===== config.mk =====
export PLATFORM = sky130hd
export DESIGN_NAME = media_cfg_ctrl
export DESIGN_NICKNAME = d
export VERILOG_FILES = /design/src/core/media_cfg_pkg.sv /design/src/core/media_cfg_ctrl.sv /design/src/core/media_cfg_wb_regs.sv
export SDC_FILE = /design/constraint.sdc
export NUM_CORES = 1
export LEC_CHECK = 0
export BUFFER_PORTS_ARGS = -buffer_cell sky130_fd_sc_hd__buf_2
export CAP_MARGIN = 15
export CORE_AREA = 2 2 150 116
export CTS_CLUSTER_DIAMETER = 120
export DETAILED_ROUTE_END_ITERATION = 12
export DIE_AREA = 0 0 152 118
export GPL_ROUTABILITY_DRIVEN = 1
export SYNTH_ARGS = -nofsm -noshare
export SYNTH_HDL_FRONTEND = slang
export SYNTH_SLANG_ARGS = --single-unit
export TNS_END_PERCENT = 10

===== constraint.sdc =====
create_clock -name SYS_CLK -period 4.1 [get_ports SYS_CLK]
set_input_delay 0.82 -clock SYS_CLK [delete_from_list [all_inputs] [get_ports SYS_CLK]]
set_output_delay 0.82 -clock SYS_CLK [all_outputs]
set_load 0.1 [all_outputs]

===== src/core/media_cfg_pkg.sv =====
/*
 * Constants, command codes and bit positions for the media port and
 * general-purpose pin configuration controller.
 * Assumes the device takes one 32-bit register write per strobe/ack pair.
 */
package media_cfg_pkg;

   // Own register map, byte offsets
   localparam logic [3:0]  WB_CMD      = 4'h0;
   localparam logic [3:0]  WB_OPBASE   = 4'h4;
   localparam logic [3:0]  WB_GPBASE   = 4'h8;
   localparam logic [3:0]  WB_STATUS   = 4'hC;
   localparam int          ST_BUSY     = 0;
   localparam int          ST_PORTDONE = 1;
   localparam int          ST_REFUSED  = 2;

   // Device register indices
   localparam logic [3:0]  DEV_OPMODE  = 4'h6;
   localparam logic [3:0]  DEV_CONN    = 4'hD;
   localparam logic [3:0]  DEV_TXRX    = 4'hE;
   localparam logic [3:0]  DEV_GP      = 4'hF;

   // Operating mode bits
   localparam int          B_PORTSEL   = 18;
   localparam int          B_FDX       = 9;
   localparam int          B_SYM_A     = 23;
   localparam int          B_SYM_B     = 24;
   // General port bits
   localparam int          B_GP_LATCH  = 27;
   localparam int          B_GP_IRQ    = 25;
   localparam int          B_GP_LED    = 21;
   localparam int          B_GP_OUT    = 17;
   localparam int          B_AUI_5     = 3;

   localparam logic [31:0] ONE         = 32'h0000_0001;
   localparam logic [31:0] OP_KEEP     = ~((ONE << B_PORTSEL) | (ONE << B_FDX) |
                                           (ONE << B_SYM_A) | (ONE << B_SYM_B));
   localparam logic [31:0] GP_KEEP     = ~((ONE << B_GP_LATCH) | (ONE << B_GP_IRQ) |
                                           (ONE << B_GP_LED) | (ONE << B_GP_OUT) |
                                           (ONE << B_AUI_5));

   // Device data values
   localparam logic [31:0] CONN_OFF    = 32'h0000_0000;
   localparam logic [31:0] CONN_TP     = 32'h0000_0001;
   localparam logic [31:0] CONN_AUI    = 32'h0000_0009;
   localparam logic [31:0] TXRX_OFF    = 32'h0000_0000;
   localparam logic [31:0] TXRX_TP_HD  = 32'h0000_7F3F;
   localparam logic [31:0] TXRX_TP_FD  = 32'h0000_7F3D;
   localparam logic [31:0] TXRX_AN     = 32'h0003_FFFF;
   localparam logic [31:0] TXRX_AUI    = 32'h0000_0705;

   typedef enum logic [3:0] {
      CMD_NONE   = 4'h0,
      CMD_MII_HD = 4'h1,
      CMD_MII_FD = 4'h2,
      CMD_SYM_HD = 4'h3,
      CMD_SYM_FD = 4'h4,
      CMD_TP_HD  = 4'h5,
      CMD_TP_FD  = 4'h6,
      CMD_TP_AN  = 4'h7,
      CMD_AUI_5  = 4'h8,
      CMD_AUI_2  = 4'h9,
      CMD_GP_IRQ = 4'hA,
      CMD_GP_IN  = 4'hB,
      CMD_GP_OUT = 4'hC,
      CMD_GP_LED = 4'hD
   } cmd_t;

   typedef enum logic [1:0] {
      SEQ_IDLE  = 2'b00,
      SEQ_DRIVE = 2'b01,
      SEQ_GAP   = 2'b10
   } seq_state_t;

   localparam logic [2:0]  STEP_FIRST  = 3'h0;
   localparam logic [2:0]  STEPS_PORT4 = 3'h4;
   localparam logic [2:0]  STEPS_PORT5 = 3'h5;
   localparam logic [2:0]  STEPS_GP    = 3'h2;
   localparam logic [2:0]  STEP_CONN0  = 3'h1;
   localparam logic [2:0]  STEP_TXRX   = 3'h2;
   localparam logic [2:0]  STEP_FINAL  = 3'h3;
   localparam logic [2:0]  STEP_LAST5  = 3'h4;

endpackage : media_cfg_pkg


===== src/core/media_cfg_ctrl.sv =====
/*
 * Host-side controller that plays the media port and general-purpose pin
 * programming sequences into the device as single register writes.
 * Assumes the device answers each held write strobe with a one-cycle ack.
 */
`timescale 1ns/100ps
module media_cfg_ctrl (
   // Clock and reset
   input  wire logic        SYS_CLK,
   input  wire logic        RST_N,
   // Wishbone slave
   input  wire logic        WB_CYC_I,
   input  wire logic        WB_STB_I,
   input  wire logic        WB_WE_I,
   input  wire logic [3:0]  WB_ADR_I,
   input  wire logic [3:0]  WB_SEL_I,
   input  wire logic [31:0] WB_DAT_I,
   output logic      [31:0] WB_DAT_O,
   output logic             WB_ACK_O,
   // Device register write port
   output logic             DEV_STB,
   output logic      [3:0]  DEV_ADDR,
   output logic      [31:0] DEV_WDATA,
   input  wire logic        DEV_ACK
);

   // Register file side
   logic                      cmd_pulse;
   logic [3:0]                cmd_code;
   logic [31:0]               opbase;
   logic [31:0]               gpbase;
   logic                      refused_clr;
   logic [31:0]               status_word;

   // Command decode
   logic                      cmd_is_port;
   logic                      cmd_is_gp;
   logic                      accept;
   logic                      refuse;

   // Sequencer
   media_cfg_pkg::seq_state_t state_reg;
   media_cfg_pkg::seq_state_t state_next;
   media_cfg_pkg::cmd_t       cur_reg;
   media_cfg_pkg::cmd_t       load_cmd;
   logic [2:0]                step_reg;
   logic [2:0]                load_step;
   logic [2:0]                last_step;
   logic [35:0]               load_word;
   logic                      cur_is_gp;
   logic                      cur_is_aui;
   logic                      cur_is_mii;
   logic                      seq_done;

   // Status flags
   logic                      busy_reg;
   logic                      port_done_reg;
   logic                      refused_reg;

   // Device write port
   logic                      dev_stb_reg;
   logic [3:0]                dev_addr_reg;
   logic [31:0]               dev_wdata_reg;

   media_cfg_wb_regs media_cfg_wb_regs_inst (
      .clk         (SYS_CLK),
      .rst_n       (RST_N),
      .wb_cyc      (WB_CYC_I),
      .wb_stb      (WB_STB_I),
      .wb_we       (WB_WE_I),
      .wb_adr      (WB_ADR_I),
      .wb_sel      (WB_SEL_I),
      .wb_dat_i    (WB_DAT_I),
      .wb_dat_o    (WB_DAT_O),
      .wb_ack      (WB_ACK_O),
      .cmd_pulse   (cmd_pulse),
      .cmd_code    (cmd_code),
      .opbase      (opbase),
      .gpbase      (gpbase),
      .refused_clr (refused_clr),
      .status_word (status_word)
   );

   // Port selection only once after reset, pin commands any time when idle
   assign cmd_is_port = (cmd_code >= media_cfg_pkg::CMD_MII_HD) &&
                        (cmd_code <= media_cfg_pkg::CMD_AUI_2);
   assign cmd_is_gp   = (cmd_code >= media_cfg_pkg::CMD_GP_IRQ) &&
                        (cmd_code <= media_cfg_pkg::CMD_GP_LED);
   assign accept      = cmd_pulse && !busy_reg &&
                        (cmd_is_gp || (cmd_is_port && !port_done_reg));
   assign refuse      = cmd_pulse && !accept;

   // Address and data of one step of a sequence
   function automatic logic [35:0] step_word(
      input media_cfg_pkg::cmd_t c,
      input logic [2:0]          s,
      input logic [31:0]         opb,
      input logic [31:0]         gpb
   );
      logic        fdx;
      logic        symbol_port;
      logic        tp;
      logic        aui;
      logic        gp;
      logic [31:0] op_clr;
      logic [31:0] op_first;
      logic [31:0] op_final;
      logic [31:0] gp_hold;
      logic [31:0] gp_aui;
      logic [31:0] role;
      logic [31:0] txrx;
      logic [35:0] w;
      fdx      = (c == media_cfg_pkg::CMD_MII_FD) || (c == media_cfg_pkg::CMD_SYM_FD) ||
                 (c == media_cfg_pkg::CMD_TP_FD);
      symbol_port      = (c == media_cfg_pkg::CMD_SYM_HD) || (c == media_cfg_pkg::CMD_SYM_FD);
      tp       = (c == media_cfg_pkg::CMD_TP_HD) || (c == media_cfg_pkg::CMD_TP_FD) ||
                 (c == media_cfg_pkg::CMD_TP_AN);
      aui      = (c == media_cfg_pkg::CMD_AUI_5) || (c == media_cfg_pkg::CMD_AUI_2);
      gp       = (c >= media_cfg_pkg::CMD_GP_IRQ) && (c <= media_cfg_pkg::CMD_GP_LED);
      op_clr   = opb & media_cfg_pkg::OP_KEEP;
      op_first = op_clr;
      if (tp && fdx) begin
         op_first = op_clr | (media_cfg_pkg::ONE << media_cfg_pkg::B_FDX);
      end
      op_final = op_clr | (media_cfg_pkg::ONE << media_cfg_pkg::B_PORTSEL);
      if (fdx) begin
         op_final = op_final | (media_cfg_pkg::ONE << media_cfg_pkg::B_FDX);
      end
      if (symbol_port) begin
         op_final = op_final | (media_cfg_pkg::ONE << media_cfg_pkg::B_SYM_A) |
                    (media_cfg_pkg::ONE << media_cfg_pkg::B_SYM_B);
      end
      gp_hold  = gpb & (media_cfg_pkg::GP_KEEP |
                        (media_cfg_pkg::ONE << media_cfg_pkg::B_AUI_5));
      gp_aui   = gpb & media_cfg_pkg::GP_KEEP;
      if (c == media_cfg_pkg::CMD_AUI_5) begin
         gp_aui = gp_aui | (media_cfg_pkg::ONE << media_cfg_pkg::B_AUI_5);
      end
      // One role bit per pin command, none for CMD_GP_IN
      case (c)
         media_cfg_pkg::CMD_GP_IRQ: role = media_cfg_pkg::ONE << media_cfg_pkg::B_GP_IRQ;
         media_cfg_pkg::CMD_GP_OUT: role = media_cfg_pkg::ONE << media_cfg_pkg::B_GP_OUT;
         media_cfg_pkg::CMD_GP_LED: role = media_cfg_pkg::ONE << media_cfg_pkg::B_GP_LED;
         default:                   role = 32'h0000_0000;
      endcase
      case (c)
         media_cfg_pkg::CMD_TP_HD:  txrx = media_cfg_pkg::TXRX_TP_HD;
         media_cfg_pkg::CMD_TP_FD:  txrx = media_cfg_pkg::TXRX_TP_FD;
         media_cfg_pkg::CMD_TP_AN:  txrx = media_cfg_pkg::TXRX_AN;
         media_cfg_pkg::CMD_AUI_5:  txrx = media_cfg_pkg::TXRX_AUI;
         media_cfg_pkg::CMD_AUI_2:  txrx = media_cfg_pkg::TXRX_AUI;
         default:                   txrx = media_cfg_pkg::TXRX_OFF;
      endcase
      w = {media_cfg_pkg::DEV_OPMODE, op_clr};
      if (gp) begin
         // Latch write first, then the same word with the latch bit clear
         if (s == media_cfg_pkg::STEP_FIRST) begin
            w = {media_cfg_pkg::DEV_GP,
                 gp_hold | role | (media_cfg_pkg::ONE << media_cfg_pkg::B_GP_LATCH)};
         end else begin
            w = {media_cfg_pkg::DEV_GP, gp_hold | role};
         end
      end else begin
         case (s)
            media_cfg_pkg::STEP_FIRST: w = {media_cfg_pkg::DEV_OPMODE, op_first};
            media_cfg_pkg::STEP_CONN0: w = {media_cfg_pkg::DEV_CONN, media_cfg_pkg::CONN_OFF};
            media_cfg_pkg::STEP_TXRX:  w = {media_cfg_pkg::DEV_TXRX, txrx};
            media_cfg_pkg::STEP_FINAL: begin
               if (aui) begin
                  w = {media_cfg_pkg::DEV_GP, gp_aui};
               end else if (tp) begin
                  w = {media_cfg_pkg::DEV_CONN, media_cfg_pkg::CONN_TP};
               end else begin
                  w = {media_cfg_pkg::DEV_OPMODE, op_final};
               end
            end
            media_cfg_pkg::STEP_LAST5: w = {media_cfg_pkg::DEV_CONN, media_cfg_pkg::CONN_AUI};
            default:                   w = {media_cfg_pkg::DEV_OPMODE, op_clr};
         endcase
      end
      return w;
   endfunction : step_word

   // Family of the command being played
   assign cur_is_gp  = (cur_reg >= media_cfg_pkg::CMD_GP_IRQ) &&
                       (cur_reg <= media_cfg_pkg::CMD_GP_LED);
   assign cur_is_aui = (cur_reg == media_cfg_pkg::CMD_AUI_5) ||
                       (cur_reg == media_cfg_pkg::CMD_AUI_2);
   assign cur_is_mii = (cur_reg >= media_cfg_pkg::CMD_MII_HD) &&
                       (cur_reg <= media_cfg_pkg::CMD_SYM_FD);

   // Last step index of the command being played
   always_comb begin
      if (cur_is_gp) begin
         last_step = 3'(media_cfg_pkg::STEPS_GP - 3'h1);
      end else if (cur_is_aui) begin
         last_step = 3'(media_cfg_pkg::STEPS_PORT5 - 3'h1);
      end else begin
         last_step = 3'(media_cfg_pkg::STEPS_PORT4 - 3'h1);
      end
   end

   assign seq_done = (state_reg == media_cfg_pkg::SEQ_GAP) && (step_reg == last_step);

   // Word for the next device write
   always_comb begin
      if (state_reg == media_cfg_pkg::SEQ_IDLE) begin
         load_cmd  = media_cfg_pkg::cmd_t'(cmd_code);
         load_step = media_cfg_pkg::STEP_FIRST;
      end else begin
         load_cmd  = cur_reg;
         load_step = 3'(step_reg + 3'h1);
      end
      load_word = step_word(load_cmd, load_step, opbase, gpbase);
   end

   // One write per step, a gap cycle between writes
   always_comb begin
      state_next = state_reg;
      case (state_reg)
         media_cfg_pkg::SEQ_IDLE: begin
            if (accept) begin
               state_next = media_cfg_pkg::SEQ_DRIVE;
            end
         end
         media_cfg_pkg::SEQ_DRIVE: begin
            if (DEV_ACK) begin
               state_next = media_cfg_pkg::SEQ_GAP;
            end
         end
         media_cfg_pkg::SEQ_GAP: begin
            if (step_reg == last_step) begin
               state_next = media_cfg_pkg::SEQ_IDLE;
            end else begin
               state_next = media_cfg_pkg::SEQ_DRIVE;
            end
         end
         default: state_next = media_cfg_pkg::SEQ_IDLE;
      endcase
   end

   always_ff @(posedge SYS_CLK or negedge RST_N) begin
      if (!RST_N) begin
         state_reg <= media_cfg_pkg::SEQ_IDLE;
      end else begin
         state_reg <= state_next;
      end
   end

   always_ff @(posedge SYS_CLK or negedge RST_N) begin
      if (!RST_N) begin
         cur_reg <= media_cfg_pkg::CMD_NONE;
      end else if (accept) begin
         cur_reg <= media_cfg_pkg::cmd_t'(cmd_code);
      end
   end

   always_ff @(posedge SYS_CLK or negedge RST_N) begin
      if (!RST_N) begin
         step_reg <= media_cfg_pkg::STEP_FIRST;
      end else if (accept) begin
         step_reg <= media_cfg_pkg::STEP_FIRST;
      end else if ((state_reg == media_cfg_pkg::SEQ_GAP) && !seq_done) begin
         step_reg <= 3'(step_reg + 3'h1);
      end
   end

   // Strobe held with address and data until the device acknowledges
   always_ff @(posedge SYS_CLK or negedge RST_N) begin
      if (!RST_N) begin
         dev_stb_reg   <= 1'b0;
         dev_addr_reg  <= 4'h0;
         dev_wdata_reg <= 32'h0000_0000;
      end else begin
         dev_stb_reg <= (state_next == media_cfg_pkg::SEQ_DRIVE);
         if ((state_reg != media_cfg_pkg::SEQ_DRIVE) &&
             (state_next == media_cfg_pkg::SEQ_DRIVE)) begin
            dev_addr_reg  <= load_word[35:32];
            dev_wdata_reg <= load_word[31:0];
         end
      end
   end

   always_ff @(posedge SYS_CLK or negedge RST_N) begin
      if (!RST_N) begin
         busy_reg <= 1'b0;
      end else if (accept) begin
         busy_reg <= 1'b1;
      end else if (seq_done) begin
         busy_reg <= 1'b0;
      end
   end

   always_ff @(posedge SYS_CLK or negedge RST_N) begin
      if (!RST_N) begin
         port_done_reg <= 1'b0;
      end else if (seq_done && !cur_is_gp) begin
         port_done_reg <= 1'b1;
      end
   end

   // Sticky refusal, a new refusal wins over a clear
   always_ff @(posedge SYS_CLK or negedge RST_N) begin
      if (!RST_N) begin
         refused_reg <= 1'b0;
      end else if (refuse) begin
         refused_reg <= 1'b1;
      end else if (refused_clr) begin
         refused_reg <= 1'b0;
      end
   end

   always_comb begin
      status_word                              = 32'h0000_0000;
      status_word[media_cfg_pkg::ST_BUSY]     = busy_reg;
      status_word[media_cfg_pkg::ST_PORTDONE] = port_done_reg;
      status_word[media_cfg_pkg::ST_REFUSED]  = refused_reg;
   end

   assign DEV_STB   = dev_stb_reg;
   assign DEV_ADDR  = dev_addr_reg;
   assign DEV_WDATA = dev_wdata_reg;
endmodule : media_cfg_ctrl


===== src/core/media_cfg_wb_regs.sv =====
/*
 * Classic Wishbone slave holding the controller's own registers.
 * Assumes a master that holds each request until it samples ack.
 */
`timescale 1ns/100ps
module media_cfg_wb_regs (
   // Clock and reset
   input  wire logic        clk,
   input  wire logic        rst_n,
   // Wishbone slave
   input  wire logic        wb_cyc,
   input  wire logic        wb_stb,
   input  wire logic        wb_we,
   input  wire logic [3:0]  wb_adr,
   input  wire logic [3:0]  wb_sel,
   input  wire logic [31:0] wb_dat_i,
   output logic      [31:0] wb_dat_o,
   output logic             wb_ack,
   // Register contents
   output logic             cmd_pulse,
   output logic      [3:0]  cmd_code,
   output logic      [31:0] opbase,
   output logic      [31:0] gpbase,
   output logic             refused_clr,
   input  wire logic [31:0] status_word
);

   logic        ack_reg;
   logic        wr_hit;
   logic [31:0] rd_next;
   logic [31:0] rd_reg;
   logic [31:0] opbase_reg;
   logic [31:0] gpbase_reg;
   logic        cmd_pulse_reg;
   logic [3:0]  cmd_code_reg;
   logic        refused_clr_reg;

   assign wr_hit = wb_cyc && wb_stb && wb_we && !ack_reg;

   // Ack one cycle after the request, dropped the cycle after
   always_ff @(posedge clk or negedge rst_n) begin
      if (!rst_n) begin
         ack_reg <= 1'b0;
      end else begin
         ack_reg <= wb_cyc && wb_stb && !ack_reg;
      end
   end

   // Byte-lane writes of the base registers
   genvar b;
   generate
      for (b = 0; b < 4; b++) begin : g_lane
         always_ff @(posedge clk or negedge rst_n) begin
            if (!rst_n) begin
               opbase_reg[8*b +: 8] <= 8'h00;
               gpbase_reg[8*b +: 8] <= 8'h00;
            end else if (wr_hit && wb_sel[b]) begin
               if (wb_adr == media_cfg_pkg::WB_OPBASE) begin
                  opbase_reg[8*b +: 8] <= wb_dat_i[8*b +: 8];
               end
               if (wb_adr == media_cfg_pkg::WB_GPBASE) begin
                  gpbase_reg[8*b +: 8] <= wb_dat_i[8*b +: 8];
               end
            end
         end
      end
   endgenerate

   // Command launch and status clear pulses
   always_ff @(posedge clk or negedge rst_n) begin
      if (!rst_n) begin
         cmd_pulse_reg   <= 1'b0;
         cmd_code_reg    <= 4'h0;
         refused_clr_reg <= 1'b0;
      end else begin
         cmd_pulse_reg   <= wr_hit && wb_sel[0] && (wb_adr == media_cfg_pkg::WB_CMD);
         refused_clr_reg <= wr_hit && wb_sel[0] && (wb_adr == media_cfg_pkg::WB_STATUS) &&
                            wb_dat_i[media_cfg_pkg::ST_REFUSED];
         if (wr_hit && wb_sel[0] && (wb_adr == media_cfg_pkg::WB_CMD)) begin
            cmd_code_reg <= wb_dat_i[3:0];
         end
      end
   end

   always_comb begin
      case (wb_adr)
         media_cfg_pkg::WB_CMD:    rd_next = {28'h0000000, cmd_code_reg};
         media_cfg_pkg::WB_OPBASE: rd_next = opbase_reg;
         media_cfg_pkg::WB_GPBASE: rd_next = gpbase_reg;
         media_cfg_pkg::WB_STATUS: rd_next = status_word;
         default:                  rd_next = 32'h0000_0000;
      endcase
   end

   always_ff @(posedge clk or negedge rst_n) begin
      if (!rst_n) begin
         rd_reg <= 32'h0000_0000;
      end else if (wb_cyc && wb_stb && !ack_reg) begin
         rd_reg <= rd_next;
      end
   end

   assign wb_ack      = ack_reg;
   assign wb_dat_o    = rd_reg;
   assign cmd_pulse   = cmd_pulse_reg;
   assign cmd_code    = cmd_code_reg;
   assign opbase      = opbase_reg;
   assign gpbase      = gpbase_reg;
   assign refused_clr = refused_clr_reg;

endmodule : media_cfg_wb_regs


==> results of run 1 <==
[stage by stage]
stage	util, %	worst slack (ns)	area (µm²)	hold WS, ns	total power [mW]
after CTS	51.4	1.35	8460	0.429	5.71
after floorplan	-	1.74	7100	0.410	3.70
final	51.4	1.31	8460	0.433	5.68
after global routing	51.4	1.05	8460	0.453	5.91
after global placement	47.9	1.26	7890	0.416	4.14
after detailed placement	47.9	1.21	7890	0.418	4.17
[metal layers]
| metal | global-route usage [%] | wire [µm] |
|---|---|---|
| met1 | 32.9 | 9270 |
| met2 | 34.3 | 9090 |
| met3 | 5.15 | 1280 |
| met4 | 5.14 | 199 |
| met5 | 0 | 0 |
[worst max-delay path, delay by kind of cell, from the launching register on]
kind,cells,cell delay (ns)
compound gates,3,1.23
flops,1,0.62
buf+inv,1,0.42
simple gates,3,0.39
[logic make-up after synthesis]
logic type	synth area share, %
multiplexers	11.7
buffers and inverters	3.22
AND/OR/NAND/NOR	12.0
adder cells (fa/ha/maj)	0.176
AO/OA/AOI/OAI	18.4
flip-flops	53.5
XOR/XNOR	0.986
[placed cells by master (no fill, tap or decap), drive strengths merged, types with 5 or more instances in the layout]
cell,count
nor4,6
and3,5
nor2,39
inv,13
a21oi,23
clkbuf,21
nand4,7
buf,129
o211ai,7
a22oi,30
a31oi,9
dfrtp,152
mux2,71
nand2b,6
o21ai,70
a221oi,10
nand2,77
nand3,21
a32oi,9
[worst paths after layout]
| check | to | depth (start not counted) | slack (ns) |
|---|---|---|---|
| worst max-delay path | DEV_ADDR[1] | 7 | 1.31 |
| worst min-delay path | refused_reg | 1 | 0.43 |
| worst max register to register | DEV_ADDR[1] | 7 | 1.31 |
| worst min register to register | refused_reg | 1 | 0.43 |
| max in group asynchronous | DEV_ADDR[2] | 2 | 2.71 |
| min in group asynchronous | media_cfg_wb_regs_inst.wb_dat_o[11] | 1 | 0.44 |
[where the power goes]
| group | total, mW | internal (mW) | switching (mW) | leakage [nW] |
|---|---|---|---|---|
| sequential | 1.93 | 1.73 | 0.200 | 2.05 |
| combinational | 2.21 | 0.423 | 1.79 | 1.66 |
| clock | 1.53 | 0.913 | 0.619 | 0.274 |
| total | 5.68 | 3.07 | 2.61 | 3.98 |
[area by class of cell]
type | instances | area, µm² | share of cell area (%)
well taps | 215 | 269 | 3.18
inverters | 10 | 37.5 | 0.444
clock buffers | 21 | 450 | 5.32
repair buffers | 129 | 687 | 8.12
multi-input cells | 448 | 3090 | 36.5
flip-flops and latches | 152 | 3800 | 45.0
clock inverters | 10 | 120 | 1.42
==> summary.txt, run 1 <==
Timing
  – Max-slew headroom: 39.3%
  – Setup_tns: 0 ns
  – Fin crit share: 68.0%
  – Post-layout min period: 2.79 ns
  – Max Freq: about 360 MHz
  – Final Max Slew Viols: 0
  – Fin Clk Skew: 0.0191 ns
  – Final hold viol count: 0
  – RSZ-0062 raised after global routing: no
  – Final setup fails: 0
  – Worst Max-Slew Pin Slew: between 0.9 and 1 ns

Critical path
  – Critical path class: flip-flop to flip-flop
  – Critical Path RT: between 4 and 5 ns
  – CP arrival: between 3 and 4 ns
  – FF-to-FF Start: media_cfg_wb_regs_inst.cmd_code[2]
  – Crit-path cells: nor4_1 > a2111oi_1 > nand2_1 > o21ai_4 > buf_4 > nor2_1 > a41oi_1
  – CP startpoint: media_cfg_wb_regs_inst.cmd_code[2]
  – CP peak stage delay: approximately 0.62 ns
  – Crit-path max FO: 28
  – Worst setup SP type: flip-flop
  – CP endpoint kind: flip-flop
  – Critical Path Slowest Stage Cell: dfrtp_1

Route
  – DR vias: 5634
  – Vias per inst: around 5.7
  – Pre-antenna DRT Iters: 7
  – Iter 0 DRT Violations: 448
  – Drc violations: 0
  – Routed WL: roughly 20 mm
  – Remaining antenna violation count: 0
  – Drt wl/cell: roughly 20 µm

Die
  – Initial Util: 43.1%
  – Die W: ~150 µm
  – Area of the die: between 15000 and 20000 µm²
  – Core footprint: around 16000 µm²
  – Top-Level Pins: between 100 and 150
  – Row Count: between 40 and 50
  – Die H: 118 µm

CTS
  – CTS Buf Count: 17
  – Clk_lat worst skew: about 0.43 ns
  – Worst-case clock buffer depth: 2
  – CTS root buffer: clkbuf_16
  – Post-CTS setup buffers: 0
  – CTS tree: done
  – Clk slew on worst S/H paths: around 0.060 ns
  – Clock sink count: around 150
  – H-tree levels: 4
  – Hold_buf cts: 0
  – Post-CTS Resized: 0

Final layout
  – Nets: between 800 and 900
  – Non-Filler Instances: between 900 and 1000
  – Fillers: between 1000 and 1500
  – Area growth, synth to finish: 19.1%
  – # diodes: 0
  – Share of cells above drive strength 1: about a third

Yosys
  – Syn Inst Count: 648
  – Mean post-synth cell area: approximately 11 µm²
  – Top post-synthesis cells by area: dfrtp_1 54%, mux2_2 11%, nand2_1 4.1%
  – Warnings, synthesis: 0
  – Number of flops mapped to enable cells by yosys: 0
  – Sequential-to-total area share from yosys stat: roughly 54%
  – Synth cell count leaders: 152 x dfrtp_1, 77 x nand2_1, 71 x mux2_2
  – Async set-reset flop share out of synthesis: 100%
  – Synth area leader: dfrtp_1
  – Top cell type's share of synthesized area: between 50 and 60%
  – Synth Net Count: just under 700
  – Number of synthesized register bits: between 150 and 200
  – Count leader, synth: dfrtp_1
  – Predominant post-synthesis flop cell: dfrtp_1
  – Post-synthesis cell type count: 62
  – Cell Area, Synth: between 7000 and 8000 µm²

Flow run
  – Maxcap violations: 0

Placed design
  – Gp weighted congestion: 0.867
  – Port-buffer cells: between 100 and 150
  – Post-DP HPWL: approximately 14 mm
  – Dpl cells: between 900 and 1000

Global route
  – Initial antenna violation count: 0
  – First-pass GRT wire length: 31.7 mm
  – Via count of the first global-routing pass: between 5000 and 6000
  – Grt ovf: 0
  – Largest net degree at the start of global routing: 98
  – Gr usage total: 22.5%

Hold path
  – Min-Delay Path Class: flip-flop to flip-flop
  – HP Start: media_cfg_wb_regs_inst.refused_clr

Pwr
  – Pwr/cell area: ~670 nW/µm²
  – Worst vdd ir: 0.000384 V
  – Leakage: about 4.0 nW

Status
  – Status: complete, no violations
Note: power is estimated with default switching activity, not from simulation.
==> run 2: changes to the inputs <==
==> constraint.sdc (replaced) <==
create_clock -name SYS_CLK -period 2.7 [get_ports SYS_CLK]
set_input_delay 0.54 -clock SYS_CLK [delete_from_list [all_inputs] [get_ports SYS_CLK]]
set_output_delay 0.54 -clock SYS_CLK [all_outputs]
set_load 0.1 [all_outputs]
==> run 2 against run 1 <==
Count of clock-buffer cells in the layout unchanged. Cell area grew 2.1%. Final cell count rose by 1.3%. Utilization rose by 1.1 points. Die area unchanged. Sequential power increased by 52%. Register-to-register slack worse by 1.1 ns. Fmax is 14% higher. Clock skew shrank 0.011 ns. Worst hold slack worse by 0.34 ns. Critical path type unchanged. Largest cell class unchanged. Largest power group unchanged.
==> summary.txt, run 2 (synthesis results as in run 1) <==
Route
  – Remaining antenna violation count: 0
  – Routed WL: about 20 mm
  – Vias per inst: 5.79
  – Drt wl/cell: a little over 20 µm
  – Pre-antenna DRT Iters: 6
  – Iter 0 DRT Violations: between 400 and 500
  – Drc violations: 0
  – DR vias: 5783

CTS
  – CTS tree: done
  – Hold_buf cts: 0
  – Clock sink count: 152
  – H-tree levels: 4
  – Worst-case clock buffer depth: 2
  – Post-CTS Resized: 0
  – CTS root buffer: clkbuf_16
  – Clk slew on worst S/H paths: 0.06 ns
  – CTS Buf Count: 17
  – Clk_lat worst skew: about 0.43 ns
  – Post-CTS setup buffers: 0

Die
  – Die W: 152 µm
  – Die H: between 100 and 150 µm
  – Area of the die: 17900 µm²
  – Initial Util: a little over two fifths
  – Top-Level Pins: 116
  – Core footprint: roughly 16000 µm²
  – Row Count: 41

Pwr
  – Switch Pwr: ~4.0 mW
  – Pwr/cell area: approximately 1000 nW/µm²
  – Reg power frac: between 30% and 40%
  – Clock power frac: 28.1%
  – Worst vdd ir: roughly 0.00055 V
  – Int Power: roughly 4.8 mW
  – Sw Share: a little under half
  – Leakage: between 4 and 5 nW
  – Part of the power in combinational logic: roughly two fifths

Global route
  – Largest net degree at the start of global routing: 65
  – Initial antenna violation count: 0
  – Gr usage total: between 20 and 25%
  – Grt ovf: 0
  – First-pass GRT wire length: between 30 and 40 mm
  – Via count of the first global-routing pass: between 5000 and 6000

Final layout
  – Share of cells above drive strength 1: between 30% and 40%
  – Area growth, synth to finish: 21.6%
  – Design area: about 8600 µm²
  – Most common cell after layout, fill and taps aside: dfrtp_1
  – # diodes: 0
  – Nets: ~800
  – Most frequent cells in the layout: 152 x dfrtp_1, 114 x buf_2, 77 x nand2_1

Timing
  – Final Max Slew Viols: 0
  – Max Freq: approximately 400 MHz
  – Setup_tns: 0 ns
  – RSZ-0062 raised after global routing: no
  – Max-slew headroom: between 50% and 60%
  – Final setup fails: 0
  – Fin crit share: just over 90%
  – Post-layout min period: about 2.4 ns
  – Worst Max-Slew Pin Slew: 0.616 ns
  – Fin Clk Skew: roughly 0.0076 ns
  – Final hold viol count: 0

Placed design
  – Gp weighted congestion: between 0.8 and 0.9
  – Post-DP HPWL: ~14 mm
  – Port-buffer cells: 115
  – Area after DPL: 8020 µm²

Critical path
  – R2r setup slk: 0.26 ns
  – CP arrival: roughly 2.8 ns
  – Critical Path RT: 3.05 ns
  – Crit-path max FO: 11
  – Setup crit end: DEV_WDATA[19]
  – Worst setup SP type: flip-flop
  – CP endpoint kind: flip-flop
  – Critical path class: flip-flop to flip-flop
  – FF-to-FF Start: state_reg[0]
  – Reg-to-reg endpoint: DEV_WDATA[19]
  – R2R cell count: 7
  – CP startpoint: state_reg[0]

Hold path
  – Min-Delay Path Class: input pin to asynchronous set/reset pin

Flow run
  – Maxcap violations: 0

Status
  – Status: complete, no violations
## run 2: through the flow
stage | hold slack (ns) | setup slack (ns) | power, mW | cells | util (%)
6_report | 0.0964 | 0.256 | 8.81 | 998 | 52.5
2_1_floorplan | 0.244 | 0.337 | 5.62 | 648 | -
4_1_cts | 0.118 | 0.0525 | 8.84 | 998 | 52.5
5_1_grt | 0.151 | 0.0277 | 9.14 | 998 | 52.5
3_3_place_gp | 0.419 | 0.0787 | 6.31 | 967 | 48.7
3_5_place_dp | 0.425 | 0.0540 | 6.36 | 967 | 48.7
## run 2: critical path: stages, from the launching register on
cell and delay (ns):
dfrtp_1 0.49, nor3b_1 0.48, a21o_1 0.28, nand2_1 0.17
a21oi_2 0.43, buf_4 0.28, a32oi_1 0.07, a21oi_1 0.16
## run 2: final cells by class
| class | instances | area, µm² |
|---|---|---|
| Fill cell | 1455 | 7830 |
| Tap cell | 215 | 269 |
| Timing Repair Buffer | 142 | 822 |
| Clock buffer | 21 | 470 |
| Sequential cell | 152 | 3800 |
| Multi-Input combinational cell | 448 | 3100 |
| Clock inverter | 10 | 143 |
| Inverter | 10 | 37.5 |
## run 2: how the worst min path moves through the flow
stage,depth (start not counted),slack (ns),end
floorplan,0,0.24,DEV_ADDR[0]
global placement,1,0.42,refused_reg
detailed placement,1,0.43,refused_reg
CTS,1,0.12,media_cfg_wb_regs_inst.wb_dat_o[11]
global route,1,0.15,media_cfg_wb_regs_inst.wb_dat_o[11]
finish,1,0.1,media_cfg_wb_regs_inst.wb_dat_o[11]
## run 2: per-layer routing
layer  GRT usage [%]  routed length (µm)  vias to the layer above
met5               0                   0                        -
met4            7.24                 399                        0
met3            5.34                1180                       28
met2            33.6                8990                      193
met1            32.9                9700                     2929
li1                -                   -                     2633
## run 2: power by group through the flow
| stage | logic [mW] | registers, mW | clock network (mW) |
|---|---|---|---|
| floorplan | 0.982 | 4.64 | 0 |
| global placement | 3.35 | 2.96 | 0 |
| detailed placement | 3.39 | 2.97 | 0 |
| CTS | 3.40 | 2.93 | 2.51 |
| global route | 3.56 | 2.98 | 2.60 |
| finish | 3.40 | 2.94 | 2.47 |
==> run 3: changes to the inputs <==
--- a/config.mk
+++ b/config.mk
@@ -7,12 +7,13 @@
 export LEC_CHECK = 0
 export BUFFER_PORTS_ARGS = -buffer_cell sky130_fd_sc_hd__buf_2
 export CAP_MARGIN = 15
-export CORE_AREA = 2 2 150 116
+export CORE_AREA = 2 2 152 117
 export CTS_CLUSTER_DIAMETER = 120
 export DETAILED_ROUTE_END_ITERATION = 12
-export DIE_AREA = 0 0 152 118
+export DIE_AREA = 0 0 154 119
 export GPL_ROUTABILITY_DRIVEN = 1
 export SYNTH_ARGS = -nofsm -noshare
 export SYNTH_HDL_FRONTEND = slang
+export SYNTH_HIERARCHICAL = 1
 export SYNTH_SLANG_ARGS = --single-unit
 export TNS_END_PERCENT = 10
==> run 3 against run 2 <==
Global-route usage is 0.91 points higher. Count of clock-buffer cells in the layout is 1 lower. Clock power increased by 9.7%. Synthesized area grew 2.4%. Critical endpoint is now DEV_WDATA[5]. Critical path depth increased by 1. Routed wire length rose by 2.6%. Die area rose by 2.2%. Worst hold slack worse by 0.013 ns. Largest cell class unchanged.
==> summary.txt, run 3 <==
Status
  – Status: complete, no violations

Critical path
  – Critical Path RT: between 3 and 4 ns
  – Critical path class: flip-flop to flip-flop
  – Worst setup SP type: flip-flop
  – CP endpoint kind: flip-flop
  – CP arrival: between 2 and 3 ns
  – Crit-path max FO: 23

Placed design
  – Post-DP HPWL: roughly 15 mm
  – Gp weighted congestion: between 0.9 and 1
  – Pre-CTS setup slack: between 0.2 and 0.25 ns
  – Port-buffer cells: around 120
  – Area after DPL: a little over 8000 µm²

Die
  – Die W: 154 µm
  – Die H: ~120 µm
  – Core footprint: between 15000 and 20000 µm²
  – Row Count: between 40 and 50
  – Area of the die: between 15000 and 20000 µm²
  – Initial Util: a little over two fifths
  – Top-Level Pins: around 120

Timing
  – Final Max Slew Viols: 0
  – Worst Max-Slew Pin Slew: 1.05 ns
  – RSZ-0062 raised after global routing: no
  – Fin Clk Skew: about 0.0079 ns
  – Setup_tns: 0 ns
  – Fin crit share: 92.1%
  – Worst Slack Setup Final: between 0.2 and 0.25 ns
  – Max-slew headroom: roughly 30%
  – Post-layout min period: between 2 and 2.5 ns
  – Max Freq: roughly 400 MHz
  – Final hold viol count: 0
  – Final setup fails: 0

Pwr
  – Int Power: between 4 and 5 mW
  – Tot Pwr: ~8.7 mW
  – Reg power frac: 33.3%
  – Clock power frac: around 31%
  – Worst vdd ir: approximately 0.00051 V
  – Leakage: about 4.2 nW
  – Sw Share: a little over two fifths
  – Part of the power in combinational logic: approximately 36%
  – Switch Pwr: between 3 and 4 mW
  – Pwr/cell area: 970 nW/µm²

Route
  – Drt wl/cell: between 20 and 25 µm
  – Routed WL: about 21 mm
  – Pre-antenna DRT Iters: 5
  – DR vias: between 5000 and 6000
  – Iter 0 DRT Violations: 513
  – Remaining antenna violation count: 0
  – Vias per inst: between 5 and 6
  – Drc violations: 0

Flow run
  – Maxcap violations: 0

CTS
  – CTS Buf Count: 17
  – Worst-case clock buffer depth: 2
  – Clk_lat worst skew: 0.42 ns
  – Clk slew on worst S/H paths: about 0.06 ns
  – H-tree levels: 4
  – Hold_buf cts: 0
  – Clock sink count: between 150 and 200
  – CTS root buffer: clkbuf_16
  – CTS tree: done

Yosys
  – Mean post-synth cell area: approximately 12 µm²
  – Predominant post-synthesis flop cell: dfrtp_1
  – Sequential-to-total area share from yosys stat: 52.3%
  – Warnings, synthesis: 6
  – Count leader, synth: dfrtp_1
  – Synth cell count leaders: 152 x dfrtp_1, 82 x mux2_2, 49 x nand2_1
  – Async set-reset flop share out of synthesis: between 90% and 100%
  – Number of synthesized register bits: about 150
  – Top cell type's share of synthesized area: between 50% and 60%
  – Post-synthesis cell type count: a little over 70
  – Syn Inst Count: 616
  – Cell Area, Synth: 7270 µm²
  – Synth area leader: dfrtp_1
  – Top post-synthesis cells by area: dfrtp_1 52%, mux2_2 13%, o21ai_0 3.0%
  – Number of flops mapped to enable cells by yosys: 0

Global route
  – GR Util met2: between 30% and 40%
  – Largest net degree at the start of global routing: 59
  – Grt ovf: 0
  – Via count of the first global-routing pass: ~5700
  – Gr usage total: about a quarter
  – Met3 usage: between 7 and 8%
  – Met1 GRT Util: 36.1%
  – First-pass GRT wire length: approximately 33 mm
  – Initial antenna violation count: 0
  – Most Crowded Layer GR: met1

Final layout
  – Design area: about 8900 µm²
  – Fillers: ~1500
  – FF/Latch Area: roughly 3800 µm²
  – # diodes: 0
  – Fin util: between 50% and 60%
  – Most frequent cells in the layout: 152 x dfrtp_1, 114 x buf_2, 82 x mux2_2
  – Share of cells above drive strength 1: between 30% and 40%
  – Most common cell after layout, fill and taps aside: dfrtp_1
  – Nets: 815
  – Area occupied by multi-input gates: 3300 µm²
  – Area growth, synth to finish: 22.9%

Hold path
  – Min-Delay Path Class: input pin to asynchronous set/reset pin
[run 3: worst paths after layout]
| path | from | to | slack, ns | cells past startpoint |
|---|---|---|---|---|
| setup reg to reg | step_reg[1] | DEV_WDATA[5] | 0.21 | 8 |
| max in group asynchronous | RST_N | media_cfg_wb_regs_inst/gpbase[28] | 1.93 | 2 |
| min in group SYS_CLK | WB_DAT_I[23] | media_cfg_wb_regs_inst/opbase[23] | 0.36 | 2 |
| hold reg to reg | media_cfg_wb_regs_inst/refused_clr | refused_reg | 0.46 | 1 |
| hold / removal | RST_N | DEV_WDATA[10] | 0.08 | 1 |
| setup / recovery | step_reg[1] | DEV_WDATA[5] | 0.21 | 8 |
[run 3: timing repair]
action / CTS / global route
setup endpoints to repair: 0 / 5
setup buffers: 0 / 2
resized for setup: 0 / 2
[run 3: layout make-up]
| class | count | share of cell area, % |
|---|---|---|
| inverter | 7 | 0.294 |
| timing repair buffer | 145 | 9.58 |
| clock inverter | 12 | 2.38 |
| sequential | 152 | 42.5 |
| multi-input combinational | 445 | 36.9 |
| tap | 220 | 3.08 |
| clock buffer | 20 | 5.22 |
[run 3: power groups by stage]
stage | Combinational [mW] | Sequential [mW] | Clock (mW)
final | 3.08 | 2.89 | 2.71
after global routing | 3.23 | 2.93 | 2.86
after CTS | 3.07 | 2.88 | 2.75
after detailed placement | 3.07 | 2.92 | 0
after global placement | 3.03 | 2.91 | 0
after floorplan | 0.931 | 4.48 | 0
[run 3: routing by layer]
layer / vias to the layer above / share of wire, %
met5: - / 0
met4: 0 / 1.1
met3: 12 / 7.6
met2: 211 / 42
met1: 2933 / 49
li1: 2592 / -
[run 3: metrics by stage]
stage,instances,hold slack [ns]
6_report,1001,0.0833
5_1_grt,1001,0.111
4_1_cts,999,0.102
3_5_place_dp,967,0.455
3_3_place_gp,967,0.448
2_1_floorplan,644,0.244
[run 3: cells by family (layout without fill, tap and decap cells)]
kind of cell / count (synthesis) / in the layout / share of synthesized area, %
simple gates: 157 / 157 / 11.7
buf+inv: 47 / 184 / 4.33
compound gates: 160 / 160 / 16.0
flops: 152 / 152 / 52.3
xor+xnor: 7 / 7 / 0.843
other cells: 1 / 29 / 0.0516
mux: 91 / 91 / 14.6
fa+ha+maj: 1 / 1 / 0.172
[run 3: critical path, cell delays in order (launching register included)]
cell and delay [ns]:
dfrtp_1 0.45, ha_1 0.48, nand2b_1 0.25, nor2_1 0.10, o31a_1 0.36, a211oi_4 0.26
buf_12 0.22, a22oi_1 0.12, a21oi_1 0.14
